## config.mk

```make
export PLATFORM = sky130hd
export DESIGN_NAME = fbcws_sequencer
export DESIGN_NICKNAME = d
export VERILOG_FILES = /design/src/rtl/fbcws_sequencer.v /design/src/rtl/fbcws_cmd_latch.v /design/src/rtl/fbcws_edge.v
export VERILOG_INCLUDE_DIRS = /design/src /design/src/rtl
export SDC_FILE = /design/constraint.sdc
export NUM_CORES = 1
export LEC_CHECK = 0
export BUFFER_PORTS_ARGS = -buffer_cell sky130_fd_sc_hd__buf_2
export CORE_UTILIZATION = 43
export CTS_BUF_LIST = sky130_fd_sc_hd__clkbuf_4 sky130_fd_sc_hd__clkbuf_8
export DETAILED_ROUTE_END_ITERATION = 10
export HOLD_SLACK_MARGIN = 0.1
export PLACE_DENSITY = 0.74
export SLEW_MARGIN = 20
export SYNTH_ARGS = -nofsm -noshare
export SYNTH_HDL_FRONTEND = slang
export SYNTH_SLANG_ARGS = --single-unit
```

## constraint.sdc

```tcl
create_clock -name clk -period 2.1 [get_ports clk]
set_clock_uncertainty 0.15 [all_clocks]
set_input_delay 0 -clock clk [delete_from_list [all_inputs] [get_ports clk]]
set_output_delay 0 -clock clk [all_outputs]
set_load 0.01 [all_outputs]
```

## src/rtl/fbcws_defs.vh

```
`ifndef FBCWS_DEFS_VH
`define FBCWS_DEFS_VH
// Command word bit positions
`define FBCWS_CW_SWON 0
`define FBCWS_CW_BRK 1
`define FBCWS_CW_QSTOP_N 2
`define FBCWS_CW_START 3
`define FBCWS_CW_PRECHG 4
`define FBCWS_CW_EVRST 7
`define FBCWS_CW_VALID 10
`define FBCWS_CW_WDOG 11
// Default command word
`define FBCWS_CW_DEFAULT 16'h0005
// Start modes
`define FBCWS_MODE_LEVEL 1'b0
`define FBCWS_MODE_EDGE 1'b1
// Profile states
`define FBCWS_ST_OFF 2'h0
`define FBCWS_ST_READY 2'h1
`define FBCWS_ST_ON 2'h2
`define FBCWS_ST_OPER 2'h3
// Status word bit positions
`define FBCWS_SW_RDY_ON 0
`define FBCWS_SW_RDY_RUN 1
`define FBCWS_SW_RUN 2
`define FBCWS_SW_FAULT 3
`define FBCWS_SW_QSTOP_N 5
`endif

```

## src/rtl/fbcws_sequencer.v

```verilog
`timescale 1ns/1ns
`include "fbcws_defs.vh"
module fbcws_sequencer (
   // Clock and reset
   input wire clk,
   input wire rst_n,
   // Fieldbus command word port
   input wire [15:0] cmd_in,
   input wire cmd_wr,
   // Configuration
   input wire start_mode,
   input wire fb_active,
   input wire app_precharge,
   input wire qstop_fault_en,
   // Plant feedback
   input wire fault_active,
   input wire wdog_fault,
   input wire dc_charged,
   input wire breaker_closed,
   input wire ready_to_run,
   // Plant commands
   output reg precharge_on,
   output reg main_breaker_close,
   output reg modulate,
   output reg quick_stop,
   output reg qstop_exception,
   output reg event_reset,
   // Status
   output reg [1:0] profile_state,
   output reg [15:0] status_word,
   output wire [15:0] cmd_word
);
   // ****************************************
   // Command word capture
   // ****************************************
   wire start_rise;
   wire reset_rise;
   wire fb_cmd;
   wire sw_on;
   wire brk_ok;
   wire qstop_n;
   wire start_bit;
   wire start_ok;
   wire stop_cond;
   reg start_armed;
   reg [1:0] next_state;

   // ****************************************
   // Helpers
   // ****************************************
   function is_state(input [1:0] state, input [1:0] want);
      begin
         is_state = (state == want);
      end
   endfunction

   fbcws_cmd_latch u_latch (
      .clk(clk),
      .rst_n(rst_n),
      .cmd_in(cmd_in),
      .cmd_wr(cmd_wr),
      .wdog_fault(wdog_fault),
      .cmd_word(cmd_word)
   );

   fbcws_edge u_start_edge (
      .clk(clk),
      .rst_n(rst_n),
      .level(cmd_word[`FBCWS_CW_START]),
      .rise(start_rise)
   );

   fbcws_edge u_reset_edge (
      .clk(clk),
      .rst_n(rst_n),
      .level(cmd_word[`FBCWS_CW_EVRST]),
      .rise(reset_rise)
   );

   // Outside the fieldbus place every command bit reads as inactive
   assign fb_cmd = fb_active;
   assign sw_on = fb_cmd & cmd_word[`FBCWS_CW_SWON];
   assign brk_ok = fb_cmd & cmd_word[`FBCWS_CW_BRK];
   assign qstop_n = ~fb_cmd | cmd_word[`FBCWS_CW_QSTOP_N];
   assign start_bit = fb_cmd & cmd_word[`FBCWS_CW_START];

   // ****************************************
   // Start request qualification
   // ****************************************
   // Edge mode arms on a rise and disarms when bit 3 falls or a fault
   // appears, so a fault clear with bit 3 still high will not restart.
   // A start is used up once switched on, so a restored interlock needs a new rise.
   always @(posedge clk or negedge rst_n) begin
      if (!rst_n) begin
         start_armed <= 1'b0;
      end else begin
         if (!start_bit || fault_active) begin
            start_armed <= 1'b0;
         end else if (start_rise) begin
            start_armed <= 1'b1;
         end else if (is_state(profile_state, `FBCWS_ST_ON)) begin
            start_armed <= 1'b0;
         end
      end
   end

   // Level mode needs only the high state, so fault clear restarts
   assign start_ok = (start_mode == `FBCWS_MODE_EDGE) ? (start_armed & start_bit) :
                     start_bit;
   assign stop_cond = ~start_bit | ~sw_on | ~brk_ok | ~qstop_n |
                      fault_active;

   // ****************************************
   // Profile state machine
   // ****************************************
   always @* begin
      next_state = profile_state;
      case (profile_state)
         `FBCWS_ST_OFF: begin
            if (sw_on && qstop_n && !fault_active) begin
               next_state = `FBCWS_ST_READY;
            end
         end
         `FBCWS_ST_READY: begin
            if (!sw_on || fault_active) begin
               next_state = `FBCWS_ST_OFF;
            end else if (start_ok && brk_ok && qstop_n && dc_charged) begin
               next_state = `FBCWS_ST_ON;
            end
         end
         `FBCWS_ST_ON: begin
            if (!sw_on || fault_active) begin
               next_state = `FBCWS_ST_OFF;
            end else if (stop_cond) begin
               next_state = `FBCWS_ST_READY;
            end else if (breaker_closed && ready_to_run) begin
               next_state = `FBCWS_ST_OPER;
            end
         end
         default: begin
            if (!sw_on || fault_active) begin
               next_state = `FBCWS_ST_OFF;
            end else if (stop_cond) begin
               next_state = `FBCWS_ST_READY;
            end
         end
      endcase
      // Advance only under fieldbus control with valid data
      if (!(fb_active && cmd_word[`FBCWS_CW_VALID]) &&
          next_state > profile_state) begin
         next_state = profile_state;
      end
   end

   always @(posedge clk or negedge rst_n) begin
      if (!rst_n) begin
         profile_state <= `FBCWS_ST_OFF;
      end else begin
         profile_state <= next_state;
      end
   end

   // ****************************************
   // Plant commands
   // ****************************************
   always @(posedge clk or negedge rst_n) begin
      if (!rst_n) begin
         precharge_on <= 1'b0;
         main_breaker_close <= 1'b0;
         modulate <= 1'b0;
         quick_stop <= 1'b0;
         qstop_exception <= 1'b0;
         event_reset <= 1'b0;
      end else begin
         // Charge per command bit 4 with app_precharge, else while a start is pending in READY and the link is not yet charged
         if (!sw_on || fault_active) begin
            precharge_on <= 1'b0;
         end else if (app_precharge) begin
            precharge_on <= cmd_word[`FBCWS_CW_PRECHG] & fb_cmd;
         end else begin
            precharge_on <= (profile_state == `FBCWS_ST_READY) & start_ok &
                            ~dc_charged;
         end
         // Breaker closes only after charge and with permission
         main_breaker_close <= sw_on & brk_ok & ~stop_cond & dc_charged &
                               (next_state[1]);
         modulate <= (next_state == `FBCWS_ST_OPER);
         quick_stop <= ~qstop_n & is_state(profile_state, `FBCWS_ST_OPER);
         qstop_exception <= ~qstop_n & qstop_fault_en &
                            is_state(profile_state, `FBCWS_ST_OPER);
         // Reset request passes independent of start logic
         event_reset <= reset_rise & fb_cmd;
      end
   end

   // ****************************************
   // Status word
   // ****************************************
   // Built from plant state and the fieldbus-gated command bits, updated every cycle so it stays live
   always @(posedge clk or negedge rst_n) begin
      if (!rst_n) begin
         status_word <= 16'h0000;
      end else begin
         status_word <= 16'h0000;
         status_word[`FBCWS_SW_RDY_ON] <= sw_on & qstop_n & ~fault_active;
         status_word[`FBCWS_SW_RDY_RUN] <= ready_to_run;
         status_word[`FBCWS_SW_RUN] <= modulate;
         status_word[`FBCWS_SW_FAULT] <= fault_active;
         status_word[`FBCWS_SW_QSTOP_N] <= qstop_n;
         status_word[7:6] <= profile_state;
      end
   end
endmodule

```

## src/rtl/fbcws_cmd_latch.v

```verilog
`timescale 1ns/1ns
`include "fbcws_defs.vh"
module fbcws_cmd_latch (
   // Clock and reset
   input wire clk,
   input wire rst_n,
   // Incoming word
   input wire [15:0] cmd_in,
   input wire cmd_wr,
   input wire wdog_fault,
   // Accepted word
   output reg [15:0] cmd_word
);
   // ****************************************
   // Word acceptance
   // ****************************************
   always @(posedge clk or negedge rst_n) begin
      if (!rst_n) begin
         cmd_word <= `FBCWS_CW_DEFAULT;
      end else if (wdog_fault) begin
         cmd_word <= `FBCWS_CW_DEFAULT;
      end else if (cmd_wr) begin
         if (cmd_in[`FBCWS_CW_VALID]) begin
            cmd_word <= cmd_in;
         end else begin
            // Hold old data, but valid and watchdog always follow
            cmd_word[`FBCWS_CW_VALID] <= 1'b0;
            cmd_word[`FBCWS_CW_WDOG] <= cmd_in[`FBCWS_CW_WDOG];
         end
      end
   end
endmodule

```

## src/rtl/fbcws_edge.v

```verilog
`timescale 1ns/1ns
module fbcws_edge (
   // Clock and reset
   input wire clk,
   input wire rst_n,
   // Level in, rise out
   input wire level,
   output wire rise
);
   reg prev;
   // ****************************************
   // Previous value
   // ****************************************
   always @(posedge clk or negedge rst_n) begin
      if (!rst_n) begin
         prev <= 1'b0;
      end else begin
         prev <= level;
      end
   end
   assign rise = level & ~prev;
endmodule

```

### After elaboration in Yosys (flattened, before gate mapping)

Index checks and enable logic that the tools add are counted.
Widths: inputs -> output; s select.

| word-level totals | value |
|---|---|
| bits of input ports | 28 |
| word-level logic and storage cells | 92 |
| output and inout bits | 40 |
| flip-flop bits (word level) | 34 |

| operators by class | value |
|---|---|
| multiplexer cells | 21 |
| eq/ne operators | 4 |
| bitwise gates (word level) | 34 |
| reduce and logical (&&, ||, !) cells | 19 |
| magnitude comparators | 1 |

Operators with widths:

| cell | number |
|---|---|
| $mux 16 | 2 |
| $and 1x1->1 | 19 |
| $mux 2 | 9 |
| $mux 10 | 1 |
| $not 1->1 | 10 |
| $logic_and 1x1->1 | 8 |
| $mux 1 | 7 |
| $eq 2x2->1 const B | 3 |
| $pmux 2 s3 | 1 |
| $or 1x1->1 | 5 |
| $logic_not 1->1 | 4 |
| $mux 4 | 1 |
| $reduce_bool 2->1 | 2 |
| $reduce_bool 3->1 | 1 |
| $eq 2x1->1 const B | 1 |
| $gt 2x2->1 | 1 |
| $logic_not 2->1 | 1 |
| $logic_or 1x1->1 | 2 |
| $reduce_and 2->1 | 1 |

### Depth between registers and ports, before layout

| logic depth | value |
|---|---|
| depth after elaboration | 13 |
| gate-level depth with buffers | 10 |

### By module

Synthesis repeated with hierarchy kept, for this count alone.

| second synthesis, totals | value |
|---|---|
| cell total of the unflattened synthesis | 145 |
| area total of the unflattened synthesis | 1,666.6 µm² |

By module, submodules not included:

| module | cells each | times used | area an instance (µm²) | seq. area each (µm²) |
|---|---|---|---|---|
| fbcws_cmd_latch | 69 | 1 | 795.8 | 402.9 |
| fbcws_sequencer | 72 | 1 | 793.3 | 400.4 |
| fbcws_edge | 2 | 2 | 38.8 | 25.0 |

### Least setup slack after synthesis

No wires, ideal clock.

| path | value |
|---|---|
| path type | flip-flop to flip-flop |
| start | reg u_latch.cmd_word[2] |
| end | reg modulate |
| cell stages (with the launch flop) | 9 |
| path slack | -183 ps |
| buffers on the path | 0 |
| clock period less this slack | 2,283 ps |
| data arrival time | 2,039 ps |
| cell sequence | dfstp_2 -> or3b_1 -> o221ai_2 -> o21ai_0 -> ha_1 -> a22oi_1 -> o21ai_2 -> a21o_1 -> a221oi_2 |

| between the ends | value |
|---|---|
| word-level cells in the longest chain between the ends | 11 |

RTL lines:

| item | line | RTL |
|---|---|---|
| from (decl) | fbcws_cmd_latch.v:12 | `output reg [15:0] cmd_word` |
| from (signal assigned) | fbcws_cmd_latch.v:19 | `` cmd_word <= `FBCWS_CW_DEFAULT; `` |
| from (signal assigned) | fbcws_cmd_latch.v:21 | `` cmd_word <= `FBCWS_CW_DEFAULT; `` |
| from (signal assigned) | fbcws_cmd_latch.v:24 | `cmd_word <= cmd_in;` |
| $or 1x1->1 (*) | fbcws_sequencer.v:84 | `` assign qstop_n = ~fb_cmd \| cmd_word[`FBCWS_CW_QSTOP_N]; `` |
| $not 1->1 | fbcws_sequencer.v:110 | `assign stop_cond = ~start_bit \| ~sw_on \| ~brk_ok \| ~qstop_n \|` |
| $or 1x1->1 (2 in a row) | fbcws_sequencer.v:110 |  |
| $mux 2, on equally long branches | fbcws_sequencer.v:143, fbcws_sequencer.v:134 |  |
| $mux 2, on equally long branches | fbcws_sequencer.v:141, fbcws_sequencer.v:132 |  |
| $pmux 2 s3 (*) | fbcws_sequencer.v:118 | `case (profile_state)` |
| $gt 2x2->1 | fbcws_sequencer.v:150 | `next_state > profile_state) begin` |
| $logic_and 1x1->1 | fbcws_sequencer.v:149 | `` if (!(fb_active && cmd_word[`FBCWS_CW_VALID]) && `` |
| $mux 2 (*) | fbcws_sequencer.v:149 |  |
| $eq 2x2->1 (no line) (*) | n/a |  |
| to (signal assigned) | fbcws_sequencer.v:187 | `` modulate <= (next_state == `FBCWS_ST_OPER); `` |
| to (decl) | fbcws_sequencer.v:24 | `output reg modulate,` |

Every way passes the cells marked *; elsewhere a longest branch is shown, timed or not.
A chain may end at the register's enable or synchronous reset.

### Worst setup path after layout

Ends and elaborated chain as after synthesis.

==> parameters.txt <==
Parameter                              Value

Finish
  Final cell area excluding filler cells    2490 µm²
  Number of diodes added for antenna fixing    0
  Share of final-layout standard cells stronger than drive strength 1    0.403
  Register Area    853 µm²
  Area Overhead vs Synth    68.6%
  Nets    292
  Largest regs    u_latch.cmd_word (16), status_word (7), profile_state (2)
  Number of flip-flops in the largest register    16
  Number of filler instances in the final layout    207
  Reg with most FFs    u_latch.cmd_word
  Area of combinational cells with multiple inputs    583 µm²
  Final instance count without filler cells    307

STA
  Relative slew margins    0.514
  Count of final max-slew check failures    0
  Hold violation count in the final report    0
  Timing-limited maximum frequency    422 MHz
  Pin slew with the least headroom to its limit    0.728 ns
  Post-route fraction of the period consumed by the critical path    1.13
  Final setup viols    4
  Time the final worst path needs with I/O delays and setup    2.37 ns
  Setup slack after layout    -0.272 ns
  Setup repair after global routing missed its margin    true

Critical path
  CP Launch Type    flip-flop
  Reg-to-Reg Start    u_latch.cmd_word[2]$_DFFE_PN1P_
  Endpoint class of the critical path    flip-flop
  Setup crit start    u_latch.cmd_word[2]$_DFFE_PN1P_
  Capture point of the critical path    modulate$_DFF_PN0_
  Highest fanout seen on the critical path    5
  Setup slack of the worst register-to-register path    -0.27 ns
  Critical path type    reg -> reg
  Data required time of the critical path    2.21 ns
  End of the worst register-to-register path    modulate$_DFF_PN0_
  Path depth of the worst reg2reg path    8
  Data arrival at the endpoint of the critical path    2.49 ns

Global routing
  Vias in the first global route    1,501
  Total global-route track usage    0.253
  Residual overflow from global routing    0
  Maximum number of pins on one net before global-route repair    35
  Antenna violations before repair    0
  First-pass GRT wire length    6660 µm

Placed design
  DP Wirelength    2340 µm
  Pre-CTS setup slack    -0.214 ns
  Gpl congestion    0.876
  Placed Cells incl. Taps    248
  Port buffer count    58
  Post-DP Area    1860 µm²

Power and ir drop
  Power density cells    726 nW/µm²
  Static power due to leakage    1.28 nW
  VDD IR-drop max    0.000487 V

Clock network
  Insertion delay to the later sink of the worst-skew pair    0.35 ns
  Number of clock sinks seen by CTS    34
  Clock slew seen by the registers of the worst setup and hold paths    0.12 ns
  Clock Path Buffers    2
  Clock tree from TritonCTS    done
  Number of clock buffers inserted by TritonCTS    5
  Root buffer selected by CTS    clkbuf_4
  Total number of H-tree levels    2

Floorplanning
  Initial core utilization    0.468
  Number of rows in the core area    20
  Vertical die dimension    60.6 µm
  X dimension of the die    60.6 µm
  Number of I/O pins    68
  Core footprint    3150 µm²
  Full die area    3670 µm²

Drt
  Initial detailed-routing violation count    21
  Vias    1,473
  Number of detailed-routing iterations run before antenna repair    4
  Detail-routed via count per cell    4.80
  Number of remaining DRC errors    0
  Number of nets with antenna violations after detailed routing    0
  Wire length per cell    13.3 µm
  Total wirelength of the detailed-routed design    4080 µm

Run status
  Run status    finished with violations
  Violations in the final reports    setup timing

Yosys
  Sequential-to-total area share from yosys stat    0.578
  Ys Warns    0
  Distinct cell type count after synthesis    39
  Mean area per synthesized cell    10.6 µm²
  Post-synthesis cell area    1480 µm²
  Share of async-settable or async-resettable flops after synthesis    1.00
  Number of enable-type register cells in the synthesized netlist    0
  Flop and latch count out of synthesis    34
  Most frequently used flop master after synthesis    dfrtp_1
  Post-Syn Instances    139

Hold path
  Worst min path class    in -> async

Flow run
  Max capacitance violation total    0
==> power breakdown <==
part | switching, W | leakage [nW] | internal, W
combinational | 0.000216 | 0.776 | 0.000267
sequential | 0.0000227 | 0.450 | 0.000690
clock | 0.000239 | 0.0554 | 0.000372
total | 0.000477 | 1.28 | 0.00133
==> cells in the mapped netlist, drive strengths merged, types with 2 or more instances <==
master | n | area (µm²)
buf | 13 | 98.8
dfrtp | 32 | 801
nand2 | 32 | 120
and4 | 2 | 20.0
clkbuf | 2 | 7.51
nor2 | 5 | 18.8
inv | 2 | 7.51
and2 | 3 | 20.0
o21ai | 3 | 18.8
nand3b | 3 | 22.5
dfstp | 2 | 52.6
a21oi | 16 | 80.1
nand2b | 3 | 21.3
ha | 2 | 25.0
==> layout make-up <==
type	instances	area share
repair buffers	123	0.355
clock buffers	5	0.0151
well taps	44	0.0221
multi-input cells	96	0.234
flip-flops and latches	34	0.343
clock inverters	3	0.0277
inverters	2	0.00302
==> worst max-delay path, cell delays in order (launching register included) <==
cell	delay (ns)
dfstp_2	0.57
or3b_1	0.36
o221ai_2	0.08
o21ai_1	0.11
ha_1	0.29
a22oi_2	0.19
o21ai_4	0.11
a21o_1	0.20
a221oi_2	0.21
==> layout by cell type, fill, tap and decap left out, drive strengths merged, types with 2 or more instances in the layout <==
cell type / count
nand2: 32
nand2b: 3
a21oi: 16
inv: 2
and2: 3
dfrtp: 32
buf: 81
o21ai: 3
clkbuf: 5
and4: 2
bufinv: 2
ha: 2
conb: 9
dlygate4sd3: 42
nand3b: 3
nor2: 5
dfstp: 2
==> repair_timing <==
action	CTS	global route
gates resized for setup	5	3
setup buffers	8	1
endpoints found under the setup margin	4	5
pin swaps	3	1
hold buffers	42	0
endpoints found under the hold margin	63	0
==> cells by family (layout without fill, tap and decap cells) <==
family | count (synthesis) | count (layout) | share of synthesized area
and+or+nand+nor | 56 | 56 | 0.193
DFF | 34 | 34 | 0.578
muxes | 1 | 1 | 0.00678
adders and majority gates | 2 | 2 | 0.0169
other | 1 | 9 | 0.00254
AOI/OAI and AO/OA | 28 | 28 | 0.125
buffers and inverters | 17 | 133 | 0.0771
==> worst min-delay path by stage <==
stage                     startpoint                         endpoint  cells past startpoint
final                          rst_n  u_latch.cmd_word[1]$_DFFE_PN0P_                      2
after global routing      start_mode               modulate$_DFF_PN0_                      5
after CTS                      rst_n      u_reset_edge.prev$_DFF_PN0_                      2
after detailed placement       rst_n         status_word[7]$_DFF_PN0_                      1
after global placement         rst_n         status_word[0]$_DFF_PN0_                      1
after floorplan                rst_n            event_reset$_DFF_PN0_                      0
==> layer usage <==
| layer | part of all wire | vias up | global-route usage |
|---|---|---|---|
| met5 | 0 | - | 0 |
| met4 | 0.025 | 0 | 0.136 |
| met3 | 0.064 | 12 | 0.0810 |
| met2 | 0.50 | 58 | 0.427 |
| met1 | 0.41 | 698 | 0.286 |
| li1 | - | 705 | - |
==> metrics by stage <==
stage	hold WS, ns	power (W)	setup TNS [ns]	utilization
6_report	0.0831	0.00181	-1.01	0.789
5_1_grt	0.130	0.00189	-1.34	0.789
4_1_cts	0.101	0.00178	-0.572	0.784
3_5_place_dp	-0.0443	0.00102	-0.656	0.588
3_3_place_gp	-0.0610	0.00101	-0.308	0.588
2_1_floorplan	-0.446	0.000888	-0.355	-
(Power assumes the default switching activity.)
